--- src/ss_defs.svh ---
// Register map, field positions, reset values and counts of the serial channel
`ifndef SS_DEFS_SVH
`define SS_DEFS_SVH

`define SS_OFF_CTRL   8'h60
`define SS_OFF_DATA   8'h64
`define SS_OFF_STAT   8'h68
`define SS_OFF_EXT    8'h6c
`define SS_OFF_FIFO   8'h70
`define SS_OFF_ISTAT  8'h74
`define SS_OFF_IMASK  8'h78

`define SS_CTL_CLEAR  15
`define SS_CTL_RIE    12
`define SS_CTL_TIE    11
`define SS_CTL_TRANSMIT_IDLE_IRQ_ENABLE   10
`define SS_CTL_RXE    9
`define SS_CTL_TXE    8

`define SS_ST_ERRCLR  15
`define SS_ST_ORE     11
`define SS_ST_RECEIVE_FULL_FLAG    10
`define SS_ST_TRANSMIT_EMPTY_FLAG    9
`define SS_ST_TBI     8

`define SS_EXT_FORCE  7
`define SS_FIFO_EN    0
`define SS_FIFO_THR   8
`define SS_FIFO_CNT   16

`define SS_EV_OVR     0
`define SS_EV_RXW     1
`define SS_EV_TXS     2
`define SS_EV_TIDLE   3

`define SS_RDR_RST    9'h000
`define SS_TDR_RST    9'h1ff
`define SS_LEN_RST    3'h0
`define SS_IDLE_BAUDS 4'h8

`endif

--- src/ss_pkg.sv ---
// Types and length decoding shared by the serial channel
package ss_pkg;

    typedef enum logic [2:0] {
        SS_LEN8 = 3'b000,
        SS_LEN5 = 3'b001,
        SS_LEN6 = 3'b010,
        SS_LEN7 = 3'b011,
        SS_LEN9 = 3'b100
    } ss_len_e;

    // Prohibited codes fall back to 8 bits so the shifters never run away
    function automatic logic [3:0] ss_len_bits(input logic [2:0] code);
        logic [3:0] n;
        n = 4'h8;
        case (code)
            SS_LEN5: n = 4'h5;
            SS_LEN6: n = 4'h6;
            SS_LEN7: n = 4'h7;
            SS_LEN9: n = 4'h9;
            default: n = 4'h8;
        endcase
        return n;
    endfunction

    function automatic logic [8:0] ss_len_mask(input logic [2:0] code);
        logic [9:0] m;
        m = (10'h001 << ss_len_bits(code)) - 10'h001;
        return m[8:0];
    endfunction

endpackage

--- src/ss_sync_serial.sv ---
// Status, length and data-register logic of one clock-synchronous serial channel
//
// Summary of operation
// Writing one to error_clear clears overrun_flag; zero ignored; reads zero.
// Overrun sets overrun_flag; data invalid; with receive enable it requests rx interrupt (the code gates rx_irq with receive_irq_enable instead).
// Overrun while receive FIFO used clears FIFO enable and stops storing.
// No FIFO: word load sets receive_full_flag, data read clears it.
// FIFO: flag sets at threshold count, clears when FIFO empties.
// Below threshold, 8 idle baud periods set flag; data read restarts count.
// Data write clears transmit_empty_flag; set when word enters shifter.
// Programmable clear forces transmit_empty_flag; flag with enable requests tx interrupt.
// Data write clears transmit_idle_flag; set when empty and not transmitting.
// output_force_high drives output high only while transmit disabled; reads zero.
// length_select: 000=8, 001=5, 010=6, 011=7, 100=9 bits.
// Receive data 9 bits read-only; bits above length read zero.
// Transmit data 9 bits write-only; upper bits ignored; shifted out when enabled.
// Data write refused while transmit empty flag zero and no FIFO room.
// Receive and transmit data share one address; reads receive, writes transmit.
// Software uses 16-bit accesses for 9-bit frames.
// Programmable clear resets internal state, aborts transfers, initialises flags.
// Dropping transmit or receive enable stops that transfer at once.
// Tx-empty and tx-idle requests merge; both receive sources merge.
`timescale 1ns/1ps
`include "ss_defs.svh"

module ss_sync_serial #(
    parameter int FIFO_DEPTH = 4
) (
    // Clock and reset
    input  wire logic        clk,
    input  wire logic        rst_n,
    // Register bus
    input  wire logic [7:0]  avs_address,
    input  wire logic        avs_read,
    input  wire logic        avs_write,
    input  wire logic [31:0] avs_writedata,
    input  wire logic [3:0]  avs_byteenable,
    output logic      [31:0] avs_readdata,
    output logic             avs_waitrequest,
    // Baud clock tick from the rate generator, same clock domain
    input  wire logic        baud_tick,
    // Serial lines
    input  wire logic        sclk,
    input  wire logic        serial_data_in,
    output logic             serial_data_out,
    // Interrupt requests
    output logic             rx_irq,
    output logic             tx_irq,
    output logic             irq
);
    import ss_pkg::*;

    localparam int AW = $clog2(FIFO_DEPTH);
    localparam logic [AW:0] FIFO_FULL = (AW + 1)'(FIFO_DEPTH);

    // Bus decode
    logic        acc;
    logic        wr;
    logic        rd;
    logic        wr_ctrl;
    logic        wr_stat;
    logic        wr_ext;
    logic        wr_fifo;
    logic        wr_istat;
    logic        wr_imask;
    logic        data_rd;
    logic        data_wr;
    logic        clear_pulse;
    logic [31:0] rdata;

    // Software settings
    logic        receive_irq_enable;
    logic        transmit_irq_enable;
    logic        transmit_idle_irq_enable;
    logic        receive_enable;
    logic        transmit_enable;
    logic [2:0]  length_select;
    logic        output_force_high;
    logic        fifo_en;
    logic [AW:0] fifo_thr;
    logic [3:0]  istat;
    logic [3:0]  imask;
    logic [3:0]  events;
    logic [3:0]  len_bits;
    logic [8:0]  len_mask;

    // Link synchronisers
    logic [2:0]  sclk_s;
    logic [1:0]  sin_s;
    logic        sclk_rise;
    logic        sclk_fall;

    // Receive side
    logic [8:0]  rx_sr;
    logic [8:0]  rx_word;
    logic [3:0]  rx_cnt;
    logic        rx_done;
    logic [8:0]  receive_data_reg;
    logic        overrun_flag;
    logic        receive_full_flag;
    logic [8:0]  fifo_mem [FIFO_DEPTH];
    logic [AW-1:0] fifo_wp;
    logic [AW-1:0] fifo_rp;
    logic [AW:0] fifo_cnt;
    logic [AW:0] next_fifo_cnt;
    logic        push;
    logic        pop;
    logic        overrun;
    logic        load;
    logic        fifo_mode;
    logic        thr_hit;
    logic [3:0]  idle_cnt;
    logic        idle_run;
    logic        idle_hit;

    // Transmit side
    logic [8:0]  transmit_data_reg;
    logic        transmit_empty_flag;
    logic        transmit_idle_flag;
    logic        tx_busy;
    logic [8:0]  tx_sr;
    logic [3:0]  tx_cnt;
    logic        tx_start;
    logic        tx_accept;

    assign len_bits = ss_len_bits(length_select);
    assign len_mask = ss_len_mask(length_select);

    assign acc      = (avs_read | avs_write) & ~avs_waitrequest;
    assign wr       = avs_write & acc;
    assign rd       = avs_read & acc;
    assign wr_ctrl  = wr & (avs_address == `SS_OFF_CTRL);
    assign wr_stat  = wr & (avs_address == `SS_OFF_STAT);
    assign wr_ext   = wr & (avs_address == `SS_OFF_EXT) & avs_byteenable[0];
    assign wr_fifo  = wr & (avs_address == `SS_OFF_FIFO) & avs_byteenable[0];
    assign wr_istat = wr & (avs_address == `SS_OFF_ISTAT) & avs_byteenable[0];
    assign wr_imask = wr & (avs_address == `SS_OFF_IMASK) & avs_byteenable[0];
    assign data_rd  = rd & (avs_address == `SS_OFF_DATA);
    assign data_wr  = wr & (avs_address == `SS_OFF_DATA) & avs_byteenable[0];
    assign clear_pulse = wr_ctrl & avs_byteenable[1] & avs_writedata[`SS_CTL_CLEAR];

    // One wait cycle per access keeps the read mux off the bus path
    always_ff @(posedge clk)
    begin
        if (!rst_n)
            avs_waitrequest <= 1'b1;
        else if ((avs_read | avs_write) & avs_waitrequest)
            avs_waitrequest <= 1'b0;
        else
            avs_waitrequest <= 1'b1;
    end

    always_comb
    begin
        rdata = 32'h0000_0000;
        unique case (avs_address)
            `SS_OFF_CTRL:
            begin
                rdata[`SS_CTL_RIE]  = receive_irq_enable;
                rdata[`SS_CTL_TIE]  = transmit_irq_enable;
                rdata[`SS_CTL_TRANSMIT_IDLE_IRQ_ENABLE] = transmit_idle_irq_enable;
                rdata[`SS_CTL_RXE]  = receive_enable;
                rdata[`SS_CTL_TXE]  = transmit_enable;
            end
            `SS_OFF_DATA:
                rdata[8:0] = ((fifo_cnt != '0) ? fifo_mem[fifo_rp] : receive_data_reg)
                             & len_mask;
            `SS_OFF_STAT:
            begin
                rdata[`SS_ST_ORE]  = overrun_flag;
                rdata[`SS_ST_RECEIVE_FULL_FLAG] = receive_full_flag;
                rdata[`SS_ST_TRANSMIT_EMPTY_FLAG] = transmit_empty_flag;
                rdata[`SS_ST_TBI]  = transmit_idle_flag;
            end
            `SS_OFF_EXT:
                rdata[2:0] = length_select;
            `SS_OFF_FIFO:
            begin
                rdata[`SS_FIFO_EN] = fifo_en;
                rdata[`SS_FIFO_THR +: AW + 1] = fifo_thr;
                rdata[`SS_FIFO_CNT +: AW + 1] = fifo_cnt;
            end
            `SS_OFF_ISTAT:
                rdata[3:0] = istat;
            `SS_OFF_IMASK:
                rdata[3:0] = imask;
            default:
                rdata = 32'h0000_0000;
        endcase
    end

    always_ff @(posedge clk)
    begin
        if (!rst_n)
            avs_readdata <= 32'h0000_0000;
        else if (avs_read & avs_waitrequest)
            avs_readdata <= rdata;
    end

    // Control settings survive the programmable clear
    always_ff @(posedge clk)
    begin
        if (!rst_n)
        begin
            receive_irq_enable       <= 1'b0;
            transmit_irq_enable      <= 1'b0;
            transmit_idle_irq_enable <= 1'b0;
            receive_enable           <= 1'b0;
            transmit_enable          <= 1'b0;
        end
        else if (wr_ctrl & avs_byteenable[1])
        begin
            receive_irq_enable       <= avs_writedata[`SS_CTL_RIE];
            transmit_irq_enable      <= avs_writedata[`SS_CTL_TIE];
            transmit_idle_irq_enable <= avs_writedata[`SS_CTL_TRANSMIT_IDLE_IRQ_ENABLE];
            receive_enable           <= avs_writedata[`SS_CTL_RXE];
            transmit_enable          <= avs_writedata[`SS_CTL_TXE];
        end
    end

    always_ff @(posedge clk)
    begin
        if (!rst_n)
        begin
            length_select     <= `SS_LEN_RST;
            output_force_high <= 1'b0;
        end
        else if (wr_ext)
        begin
            length_select     <= avs_writedata[2:0];
            output_force_high <= avs_writedata[`SS_EXT_FORCE];
        end
    end

    always_ff @(posedge clk)
    begin
        if (!rst_n)
        begin
            fifo_en  <= 1'b0;
            fifo_thr <= (AW + 1)'(1);
        end
        else if (overrun & fifo_en)
            fifo_en <= 1'b0;
        else if (wr_fifo)
        begin
            fifo_en  <= avs_writedata[`SS_FIFO_EN];
            fifo_thr <= avs_writedata[`SS_FIFO_THR +: AW + 1];
        end
    end

    // Logic uses the second stage of each synchroniser, plus the third sclk_s stage for edges
    always_ff @(posedge clk)
    begin
        if (!rst_n)
        begin
            sclk_s <= 3'h0;
            sin_s  <= 2'h0;
        end
        else
        begin
            sclk_s <= {sclk_s[1:0], sclk};
            sin_s  <= {sin_s[0], serial_data_in};
        end
    end

    assign sclk_rise = sclk_s[1] & ~sclk_s[2];
    assign sclk_fall = ~sclk_s[1] & sclk_s[2];

    always_comb
    begin
        rx_word = rx_sr;
        rx_word[rx_cnt] = sin_s[1];
    end

    assign rx_done = receive_enable & sclk_rise & ~clear_pulse
                     & (rx_cnt == len_bits - 4'h1);

    // Receive shifter, LSB first on the rising edge
    always_ff @(posedge clk)
    begin
        if (!rst_n || clear_pulse || !receive_enable)
        begin
            rx_sr  <= 9'h000;
            rx_cnt <= 4'h0;
        end
        else if (sclk_rise)
        begin
            if (rx_done)
            begin
                rx_sr  <= 9'h000;
                rx_cnt <= 4'h0;
            end
            else
            begin
                rx_sr  <= rx_word;
                rx_cnt <= rx_cnt + 4'h1;
            end
        end
    end

    assign fifo_mode = fifo_en | (fifo_cnt != '0);
    assign push    = rx_done & fifo_en & (fifo_cnt != FIFO_FULL);
    assign load    = rx_done & ~fifo_en & ~receive_full_flag;
    assign overrun = rx_done & (fifo_en ? (fifo_cnt == FIFO_FULL)
                                        : receive_full_flag);
    assign pop     = data_rd & (fifo_cnt != '0);
    assign next_fifo_cnt = fifo_cnt + (AW + 1)'(push) - (AW + 1)'(pop);
    assign thr_hit = fifo_en & (next_fifo_cnt != '0) & (next_fifo_cnt >= fifo_thr);

    always_ff @(posedge clk)
    begin
        if (!rst_n || clear_pulse)
        begin
            fifo_wp  <= '0;
            fifo_rp  <= '0;
            fifo_cnt <= '0;
        end
        else
        begin
            if (push)
            begin
                fifo_mem[fifo_wp] <= rx_word & len_mask;
                fifo_wp <= fifo_wp + AW'(1);
            end
            if (pop)
                fifo_rp <= fifo_rp + AW'(1);
            fifo_cnt <= next_fifo_cnt;
        end
    end

    always_ff @(posedge clk)
    begin
        if (!rst_n)
            receive_data_reg <= `SS_RDR_RST;
        else if (load)
            receive_data_reg <= rx_word & len_mask;
    end

    // Idle timeout runs only while words wait below the threshold
    assign idle_run = fifo_en & (fifo_cnt != '0) & (fifo_cnt < fifo_thr) & (rx_cnt == 4'h0);
    assign idle_hit = idle_run & baud_tick & (idle_cnt == `SS_IDLE_BAUDS - 4'h1);

    always_ff @(posedge clk)
    begin
        if (!rst_n || clear_pulse || !idle_run || data_rd || sclk_rise || idle_hit)
            idle_cnt <= 4'h0;
        else if (baud_tick)
            idle_cnt <= idle_cnt + 4'h1;
    end

    always_ff @(posedge clk)
    begin
        if (!rst_n || clear_pulse)
            receive_full_flag <= 1'b0;
        else if (load || thr_hit || idle_hit)
            receive_full_flag <= 1'b1;
        else if ((data_rd && !fifo_mode) || (fifo_mode && next_fifo_cnt == '0))
            receive_full_flag <= 1'b0;
    end

    // A new overrun in the clearing cycle wins over the clear
    always_ff @(posedge clk)
    begin
        if (!rst_n)
            overrun_flag <= 1'b0;
        else if (overrun)
            overrun_flag <= 1'b1;
        else if (clear_pulse)
            overrun_flag <= 1'b0;
        else if (wr_stat && avs_byteenable[1] && avs_writedata[`SS_ST_ERRCLR])
            overrun_flag <= 1'b0;
    end

    // No transmit FIFO here, so the holding register alone gives room
    assign tx_accept = data_wr & transmit_empty_flag;
    assign tx_start  = transmit_enable & ~transmit_empty_flag & ~tx_busy & ~clear_pulse;

    always_ff @(posedge clk)
    begin
        if (!rst_n)
            transmit_data_reg <= `SS_TDR_RST;
        else if (tx_accept)
            transmit_data_reg <= {avs_byteenable[1] & avs_writedata[8], avs_writedata[7:0]}
                                 & len_mask;
    end

    always_ff @(posedge clk)
    begin
        if (!rst_n || clear_pulse)
            transmit_empty_flag <= 1'b1;
        else if (tx_start)
            transmit_empty_flag <= 1'b1;
        else if (tx_accept)
            transmit_empty_flag <= 1'b0;
    end

    always_ff @(posedge clk)
    begin
        if (!rst_n || clear_pulse)
            transmit_idle_flag <= 1'b1;
        else if (tx_accept)
            transmit_idle_flag <= 1'b0;
        else if (transmit_empty_flag && !tx_busy)
            transmit_idle_flag <= 1'b1;
    end

    // Bits advance on the falling edge so each is stable for the rising sample
    always_ff @(posedge clk)
    begin
        if (!rst_n || clear_pulse || !transmit_enable)
        begin
            tx_busy <= 1'b0;
            tx_cnt  <= 4'h0;
            tx_sr   <= 9'h000;
        end
        else if (tx_start)
        begin
            tx_busy <= 1'b1;
            tx_cnt  <= 4'h0;
            tx_sr   <= transmit_data_reg;
        end
        else if (tx_busy && sclk_rise)
            tx_cnt <= tx_cnt + 4'h1;
        else if (tx_busy && sclk_fall && tx_cnt == len_bits)
            tx_busy <= 1'b0;
    end

    // The line holds its last bit between frames
    always_ff @(posedge clk)
    begin
        if (!rst_n)
            serial_data_out <= 1'b1;
        else if (!transmit_enable && output_force_high)
            serial_data_out <= 1'b1;
        else if (tx_start)
            serial_data_out <= transmit_data_reg[0];
        else if (tx_busy && sclk_fall && tx_cnt < len_bits)
            serial_data_out <= tx_sr[tx_cnt];
    end

    assign events[`SS_EV_OVR]   = overrun;
    assign events[`SS_EV_RXW]   = load | push;
    assign events[`SS_EV_TXS]   = tx_start;
    assign events[`SS_EV_TIDLE] = ~transmit_idle_flag & transmit_empty_flag & ~tx_busy
                                  & ~tx_accept;

    // Sticky events: a set in the clearing cycle survives
    always_ff @(posedge clk)
    begin
        if (!rst_n)
            istat <= 4'h0;
        else if (wr_istat)
            istat <= (istat & ~avs_writedata[3:0]) | events;
        else
            istat <= istat | events;
    end

    always_ff @(posedge clk)
    begin
        if (!rst_n)
            imask <= 4'h0;
        else if (wr_imask)
            imask <= avs_writedata[3:0];
    end

    always_ff @(posedge clk)
    begin
        if (!rst_n)
        begin
            rx_irq <= 1'b0;
            tx_irq <= 1'b0;
            irq    <= 1'b0;
        end
        else
        begin
            rx_irq <= receive_irq_enable & (receive_full_flag | overrun_flag);
            tx_irq <= (transmit_irq_enable & transmit_empty_flag)
                      | (transmit_idle_irq_enable & transmit_idle_flag);
            irq    <= |(istat & imask);
        end
    end

endmodule

--- config.mk ---
export PLATFORM = sky130hd
export DESIGN_NAME = ss_sync_serial
export DESIGN_NICKNAME = d
export VERILOG_FILES = /design/src/ss_pkg.sv /design/src/ss_sync_serial.sv
export VERILOG_INCLUDE_DIRS = /design/src /design/src/src
export SDC_FILE = /design/constraint.sdc
export NUM_CORES = 1
export LEC_CHECK = 0
export ABC_AREA = 1
export BUFFER_PORTS_ARGS = -buffer_cell sky130_fd_sc_hd__buf_2
export CELL_PAD_IN_SITES_DETAIL_PLACEMENT = 2
export CELL_PAD_IN_SITES_GLOBAL_PLACEMENT = 2
export CORE_MARGIN = 2
export CORE_UTILIZATION = 31
export DETAILED_ROUTE_END_ITERATION = 6
export GPL_TIMING_DRIVEN = 0
export PLACE_DENSITY = 0.86
export SLEW_MARGIN = 20
export SYNTH_ARGS = -nofsm -noshare
export SYNTH_HDL_FRONTEND = slang
export SYNTH_SLANG_ARGS = --single-unit
export TNS_END_PERCENT = 10
--- constraint.sdc ---
create_clock -name clk -period 3.9 [get_ports clk]
set_input_delay 0.585 -clock clk [delete_from_list [all_inputs] [get_ports clk]]
set_output_delay 0.585 -clock clk [all_outputs]
set_load 0.05 [all_outputs]
Yosys cells after proc, flatten, opt, wreduce, memory -nomap -nowiden:

Memory sizes are Yosys's and may differ from the RTL's. A register that Yosys moved wholly into a read port is not among the register bits.
Index checks and enable logic that the tools add are counted.

* logic and storage cells: 224
* input bits: 51
* memories kept: 1
* register bits after elaboration: 107
* output and inout bits: 37
* RAM bits: 36

* bitwise logic cells: 75
* $lt $le $gt $ge: 6
* $add $sub $neg: 9
* shifts and indexed selects: 1
* multiplexer cells: 38
* reductions and logical operators: 43
* equal/unequal tests: 17

Memories
* fifo_mem: words 4, bits a word 9, read ports 1, clocked after Yosys merged registers in 1, write ports 1, line ss_sync_serial.sv:101 `logic [8:0] fifo_mem [FIFO_DEPTH];`

Operator list (number)
* == test 8 x 7 -> 1 bit (second input constant): 7
* bitwise AND 1 bit: 50
* bitwise AND 9 bit: 3
* 2-to-1 mux 1 bit: 20
* 2-to-1 mux 9 bit: 2
* case mux 4 bit (4 select lines): 1
* adder 4 x 1 -> 4 bit (second input constant): 3
* 2-to-1 mux 4 bit: 3
* inverter 1 bit: 12
* logical AND 1 bit: 11
* logical OR 1 bit: 10
* < comparator 4 x 5 -> 1 bit (second input constant): 2
* bitwise mux 9 bit: 1
* nonzero test 3 bit: 3
* << shifter 1 x 4 -> 9 bit (first input constant): 1
* subtractor 9 x 1 -> 9 bit (second input constant): 1
* bitwise AND 4 bit: 2
* == test 4 bit: 2
* bitwise OR 4 bit: 2
* case mux 2 bit (4 select lines): 1
* nonzero test 2 bit: 4
* OR reduction 2 bit: 4
* == test 3 x 2 -> 1 bit (second input constant): 2
* == test 3 bit (second input constant): 2
* other kinds (28): 40

Logic depth before layout (Yosys ltp):

* depth after elaboration: 19
* depth in mapped cells: 29
* gate-level depth less buffers: 29

Worst setup path before layout:

OpenSTA, ideal clock, no wires.

* path type: flip-flop to flip-flop
* start: reg length_select[1]
* end: reg receive_full_flag
* path buffers: 0
* cell stages (with the launch flop): 30
* required time: 3.779 ns
* period minus slack after synthesis: 3.719 ns
* arrival time: 3.598 ns
* path slack: 0.181 ns
* library setup time: 0.121 ns
* path through: dfxtp_1 -> nor2_4 -> nand2_2 -> nand2_2 -> inv_1 -> ha_1 -> inv_1 -> nand2_1 -> nand2_1 -> nor2_1 -> nand2_1 -> nor2_4 -> nand3_1 -> nor2_2 -> inv_1 -> ha_1 -> inv_1 -> ha_1 -> inv_1 -> fa_1 -> nand3b_1 -> nand2_1 -> inv_1 -> ha_1 -> a21oi_1 -> o211ai_1 -> nand3_1 -> nand2_1 -> nor2_1 -> a21oi_1

* word-level cells in the longest chain between the ends: 15
* elaborated cells between the ends (all ways): 25
* those cells by class: add/sub (3); order compare (1); eq/ne (5); mux (2); bitwise (7); reduce/logical (7)

RTL lines
* start: declaration: line ss_sync_serial.sv:77 `logic [2:0] length_select;`
* start signal: assignment: line ss_sync_serial.sv:225 `` length_select <= `SS_LEN_RST; ``
* start signal: assignment: line ss_sync_serial.sv:230 `length_select <= avs_writedata[2:0];`
* == test 3 bit, or another cell as far along: line ss_pkg.sv:16 `case (code)`
* case mux 4 bit (4 select lines) (*): line ss_pkg.sv:16
* subtractor 4 x 1 -> 4 bit (*): line ss_sync_serial.sv:276 `& (rx_cnt == len_bits - 4'h1);`
* == test 4 bit (*): line ss_sync_serial.sv:276
* bitwise AND 1 bit (*): line ss_sync_serial.sv:276
* bitwise AND 1 bit (*) (2 in series): line ss_sync_serial.sv:302 `assign push = rx_done & fifo_en & (fifo_cnt != FIFO_FULL);`
* adder 3 x 1 -> 3 bit (*): line ss_sync_serial.sv:307 `assign next_fifo_cnt = fifo_cnt + (AW + 1)'(push) - (AW + 1)'(pop);`
* subtractor 3 x 1 -> 3 bit (*): line ss_sync_serial.sv:307
* via next_fifo_cnt[2]: line ss_sync_serial.sv:105 `logic [AW:0] next_fifo_cnt;`
* parallel branches: the longest is 6 deep, another holds >= comparator 3 bit
* end signal: assignment: line ss_sync_serial.sv:354 `receive_full_flag <= 1'b0;`
* end signal: assignment: line ss_sync_serial.sv:356 `receive_full_flag <= 1'b1;`
* end signal: assignment: line ss_sync_serial.sv:358 `receive_full_flag <= 1'b0;`
* end: declaration: line ss_sync_serial.sv:100 `logic receive_full_flag;`

Mark *: on every way through the listed nets, which the timed path passes.
A chain may end at the register's enable or synchronous reset.

Final worst setup path:

* start: reg length_select[0]
* end: reg receive_full_flag

The elaborated chain is that of the path after synthesis.

==> results_dict.tcl <==
set metrics [dict create \
    setup_tns_ns 0 \
    vias_per_cell 5.20 \
    critPathLaunchType "flop" \
    start_util_pct 31.3 \
    num_vias 6601 \
    portBuffers 50 \
    ant_nets 0 \
    report.final.slew_viol_count 0 \
    reg2reg_slack_ns 0.08 \
    cts_hold_buffers 0 \
    p_switching_w 0.000914 \
    cts_buffers 17 \
    regMostFlops "fifo_mem" \
    internal-power_w 0.00249 \
    ioPinCount 88 \
    drc 0 \
    dp_hpwl_um 18000 \
    hold_path.class "input port to flop" \
    dr_wl_met2_um 13600 \
    p_leak_nw 3.55 \
    drive_above_1_share_pct 19.2 \
    ir_worst_vdd_v 0.000269 \
    slowest_stage "dfxtp_4" \
    ys_ff_latch 145 \
    timing.rr.end "receive_full_flag$_SDFFE_PP0P_" \
    arrival_ns 4.15 \
    final_cell_area_sq_mm 0.00848 \
    routed_wl_um 26500 \
    clk-insertion-delay-late_ns 0.45 \
    yosysSeqAreaShare_pct 46.5 \
    reg2regPathDepth 29 \
    dr.max_layer_used "met4" \
    min_path_cells 3 \
    ys_warn_count 0 \
    fin_crit_sh_pct 98.0 \
    worst_pin_slew_ns 0.999 \
    routabilityCongestion 0.791 \
    antenna_found_initial 0 \
    diodes 0 \
    crit_fanout 3 \
    grt_max_degree 17 \
    hold_end "sin_s[0]$_SDFF_PN0_" \
    cts_tree "yes" \
    setup_viol 0 \
    p_clk_share_pct 48.9 \
    overflow 0 \
    die_h_um 155 \
    wl_met3_um 958 \
    hold_slack_ns 0.319 \
    clkSlewWorstSetupHoldPaths_ns 0.07 \
    nFillCells 2612 \
    area_growth_pct 20.7 \
    clockBufferDepth 2 \
    maxSlewHeadroom_pct 33.1 \
    switching_share_pct 26.8 \
    max_clock_freq_mhz 262 \
    rsz0062_at_grt "true" \
    max_stage_delay_ns 0.37 \
    p_seq_share_pct 45.4 \
    crit_required_ns 4.23 \
    layout_common_cells "nand2_1 (164), nor2_1 (106), dfxtp_1 (106)" \
    comb_power_share_pct 5.7 \
    cap_violations 0 \
    wl_met1_um 11100 \
    multiInputGateArea_sq_mm 0.00326 \
    avgSynthCellArea_sq_um 8.02 \
    groute.usage.overall_pct 22.3 \
    skew_ns 0.0105 \
    status "complete, no violations" \
    wire_per_inst_um 20.9 \
    core_sq_mm 0.0224 \
    power.total_w 0.00341 \
    top_regs "fifo_mem: 36 flops, avs_readdata: 16 flops" \
    largest_reg_flops 36 \
    final_common_cell "nand2_1" \
    grt_pass1_wl_um 40400 \
    cts_sinks 145 \
    hold_viol 0 \
    setup.worst_path.end_class "flop" \
    drt_iter0_markers 335 \
    syn_area_sq_mm 0.00702 \
    rows 55 \
    final_nets 1049 \
    worstReg2RegStart "length_select[0]$_SDFFE_PN0P_" \
    power_density_mw_per_mm2 402 \
    fin_crit_ns 3.82 \
    htreeDepth 4 \
    grt_pass1_vias 7165 \
    register_area_sq_mm 0.00327 \
    cts_root_buf "clkbuf_16" \
    dieArea_sq_mm 0.0239 \
    min_from "serial_data_in" \
    place_area_sq_mm 0.00769 \
    chipWidth_um 155 \
    netlist_instances 876 \
    synth_cell_types 49 \
    dr.pass1.iters 5 \
    crit_type "flop to flop" \
]
-- cell usage after synthesis, drive strengths merged --
master | count | area [sq um]
nor2 | 121 | 519
o22ai | 7 | 43.8
o31ai | 1 | 7.51
fa | 1 | 20.0
nand4 | 16 | 119
inv | 113 | 427
ha | 25 | 313
a211oi | 17 | 153
a22oi | 1 | 7.51
nor3b | 1 | 7.51
nand3b | 3 | 22.5
and2b | 1 | 7.51
a31oi | 3 | 18.8
nand2 | 179 | 709
dfxtp | 109 | 2180
mux2i | 1 | 10.0
o211ai | 14 | 105
a221oi | 1 | 8.76
edfxtp | 36 | 1080
o21ai | 49 | 245
clkbuf | 8 | 30.0
nand3 | 43 | 233
xnor2 | 1 | 8.76
a21boi | 1 | 7.51
a21oi | 71 | 355
xor2 | 6 | 52.6
a21o | 2 | 15.0
o221ai | 2 | 17.5
a22o | 2 | 17.5
buf | 29 | 203
conb | 2 | 7.51
nor3 | 7 | 56.3
clkinv | 3 | 11.3
-- area by class of cell --
class	count	share of cell area, %
well taps	285	4.21
clock buffers	19	5.61
inverters	116	5.22
multi-input cells	594	38.4
plain buffers	37	2.74
repair buffers	61	3.93
clock inverters	13	1.28
flip-flops and latches	145	38.6
-- worst max-delay path: cells and delay by family (launching register included) --
family / cells / cell delay, ns
AO/OA/AOI/OAI: 3 / 0.31
adder cells (fa/ha/maj): 5 / 1.19
buffers and inverters: 6 / 0.27
flip-flops: 1 / 0.37
AND/OR/NAND/NOR: 15 / 1.55
-- routing by layer --
metal  up-vias  GRT usage, %
li1       3050             -
met2       160          39.4
met5         -             0
met3        50          4.26
met4         0          10.4
met1      3341          26.2
-- per-stage QoR --
step           cells  util, %  worst slack, ns
2_1_floorplan    892        -            0.181
3_3_place_gp    1227     34.3           -0.415
3_5_place_dp    1227     34.3           -0.611
4_1_cts         1266     37.4          0.00376
5_1_grt         1270     37.8           -0.115
6_report        1270     37.8           0.0790
-- worst max-delay path by stage --
stage | depth (start not counted) | startpoint | end | slack (ns)
2_1_floorplan | 29 | length_select[1]$_SDFFE_PN0P_ | receive_full_flag$_SDFFE_PP0P_ | 0.18
3_3_place_gp | 28 | length_select[2]$_SDFFE_PN0P_ | receive_full_flag$_SDFFE_PP0P_ | -0.41
3_5_place_dp | 28 | length_select[2]$_SDFFE_PN0P_ | receive_full_flag$_SDFFE_PP0P_ | -0.61
4_1_cts | 29 | length_select[0]$_SDFFE_PN0P_ | receive_full_flag$_SDFFE_PP0P_ | 0.004
5_1_grt | 29 | length_select[0]$_SDFFE_PN0P_ | receive_full_flag$_SDFFE_PP0P_ | -0.12
6_report | 29 | length_select[0]$_SDFFE_PN0P_ | receive_full_flag$_SDFFE_PP0P_ | 0.08
-- repair_timing --
action	4_1_cts	5_1_grt
endpoints found under the setup margin	1	1
pin swaps	14	17
buffers inserted	7	4
gates resized for setup	21	14
-- power by group through the flow --
stage               Sequential (W)  Clock [W]  Combinational, W
floorplan                  0.00161          0         0.0000990
global placement           0.00158          0          0.000181
detailed placement         0.00158          0          0.000185
CTS                        0.00155    0.00168          0.000188
global route               0.00155    0.00174          0.000205
finish                     0.00155    0.00167          0.000194
-- cells by family (layout without fill, tap and decap cells) --
| family | after synthesis | count (layout) | share of synthesized area (%) |
|---|---|---|---|
| and+or+nand+nor | 371 | 371 | 23.8 |
| AOI/OAI and AO/OA | 171 | 171 | 14.3 |
| buffers and inverters | 153 | 246 | 9.55 |
| DFF | 145 | 145 | 46.5 |
| adders and majority gates | 26 | 26 | 4.74 |
| xor gates and xnor gates | 7 | 7 | 0.873 |
| other | 2 | 18 | 0.107 |
| muxes | 1 | 1 | 0.143 |
Power figures use the tool's default switching activity.
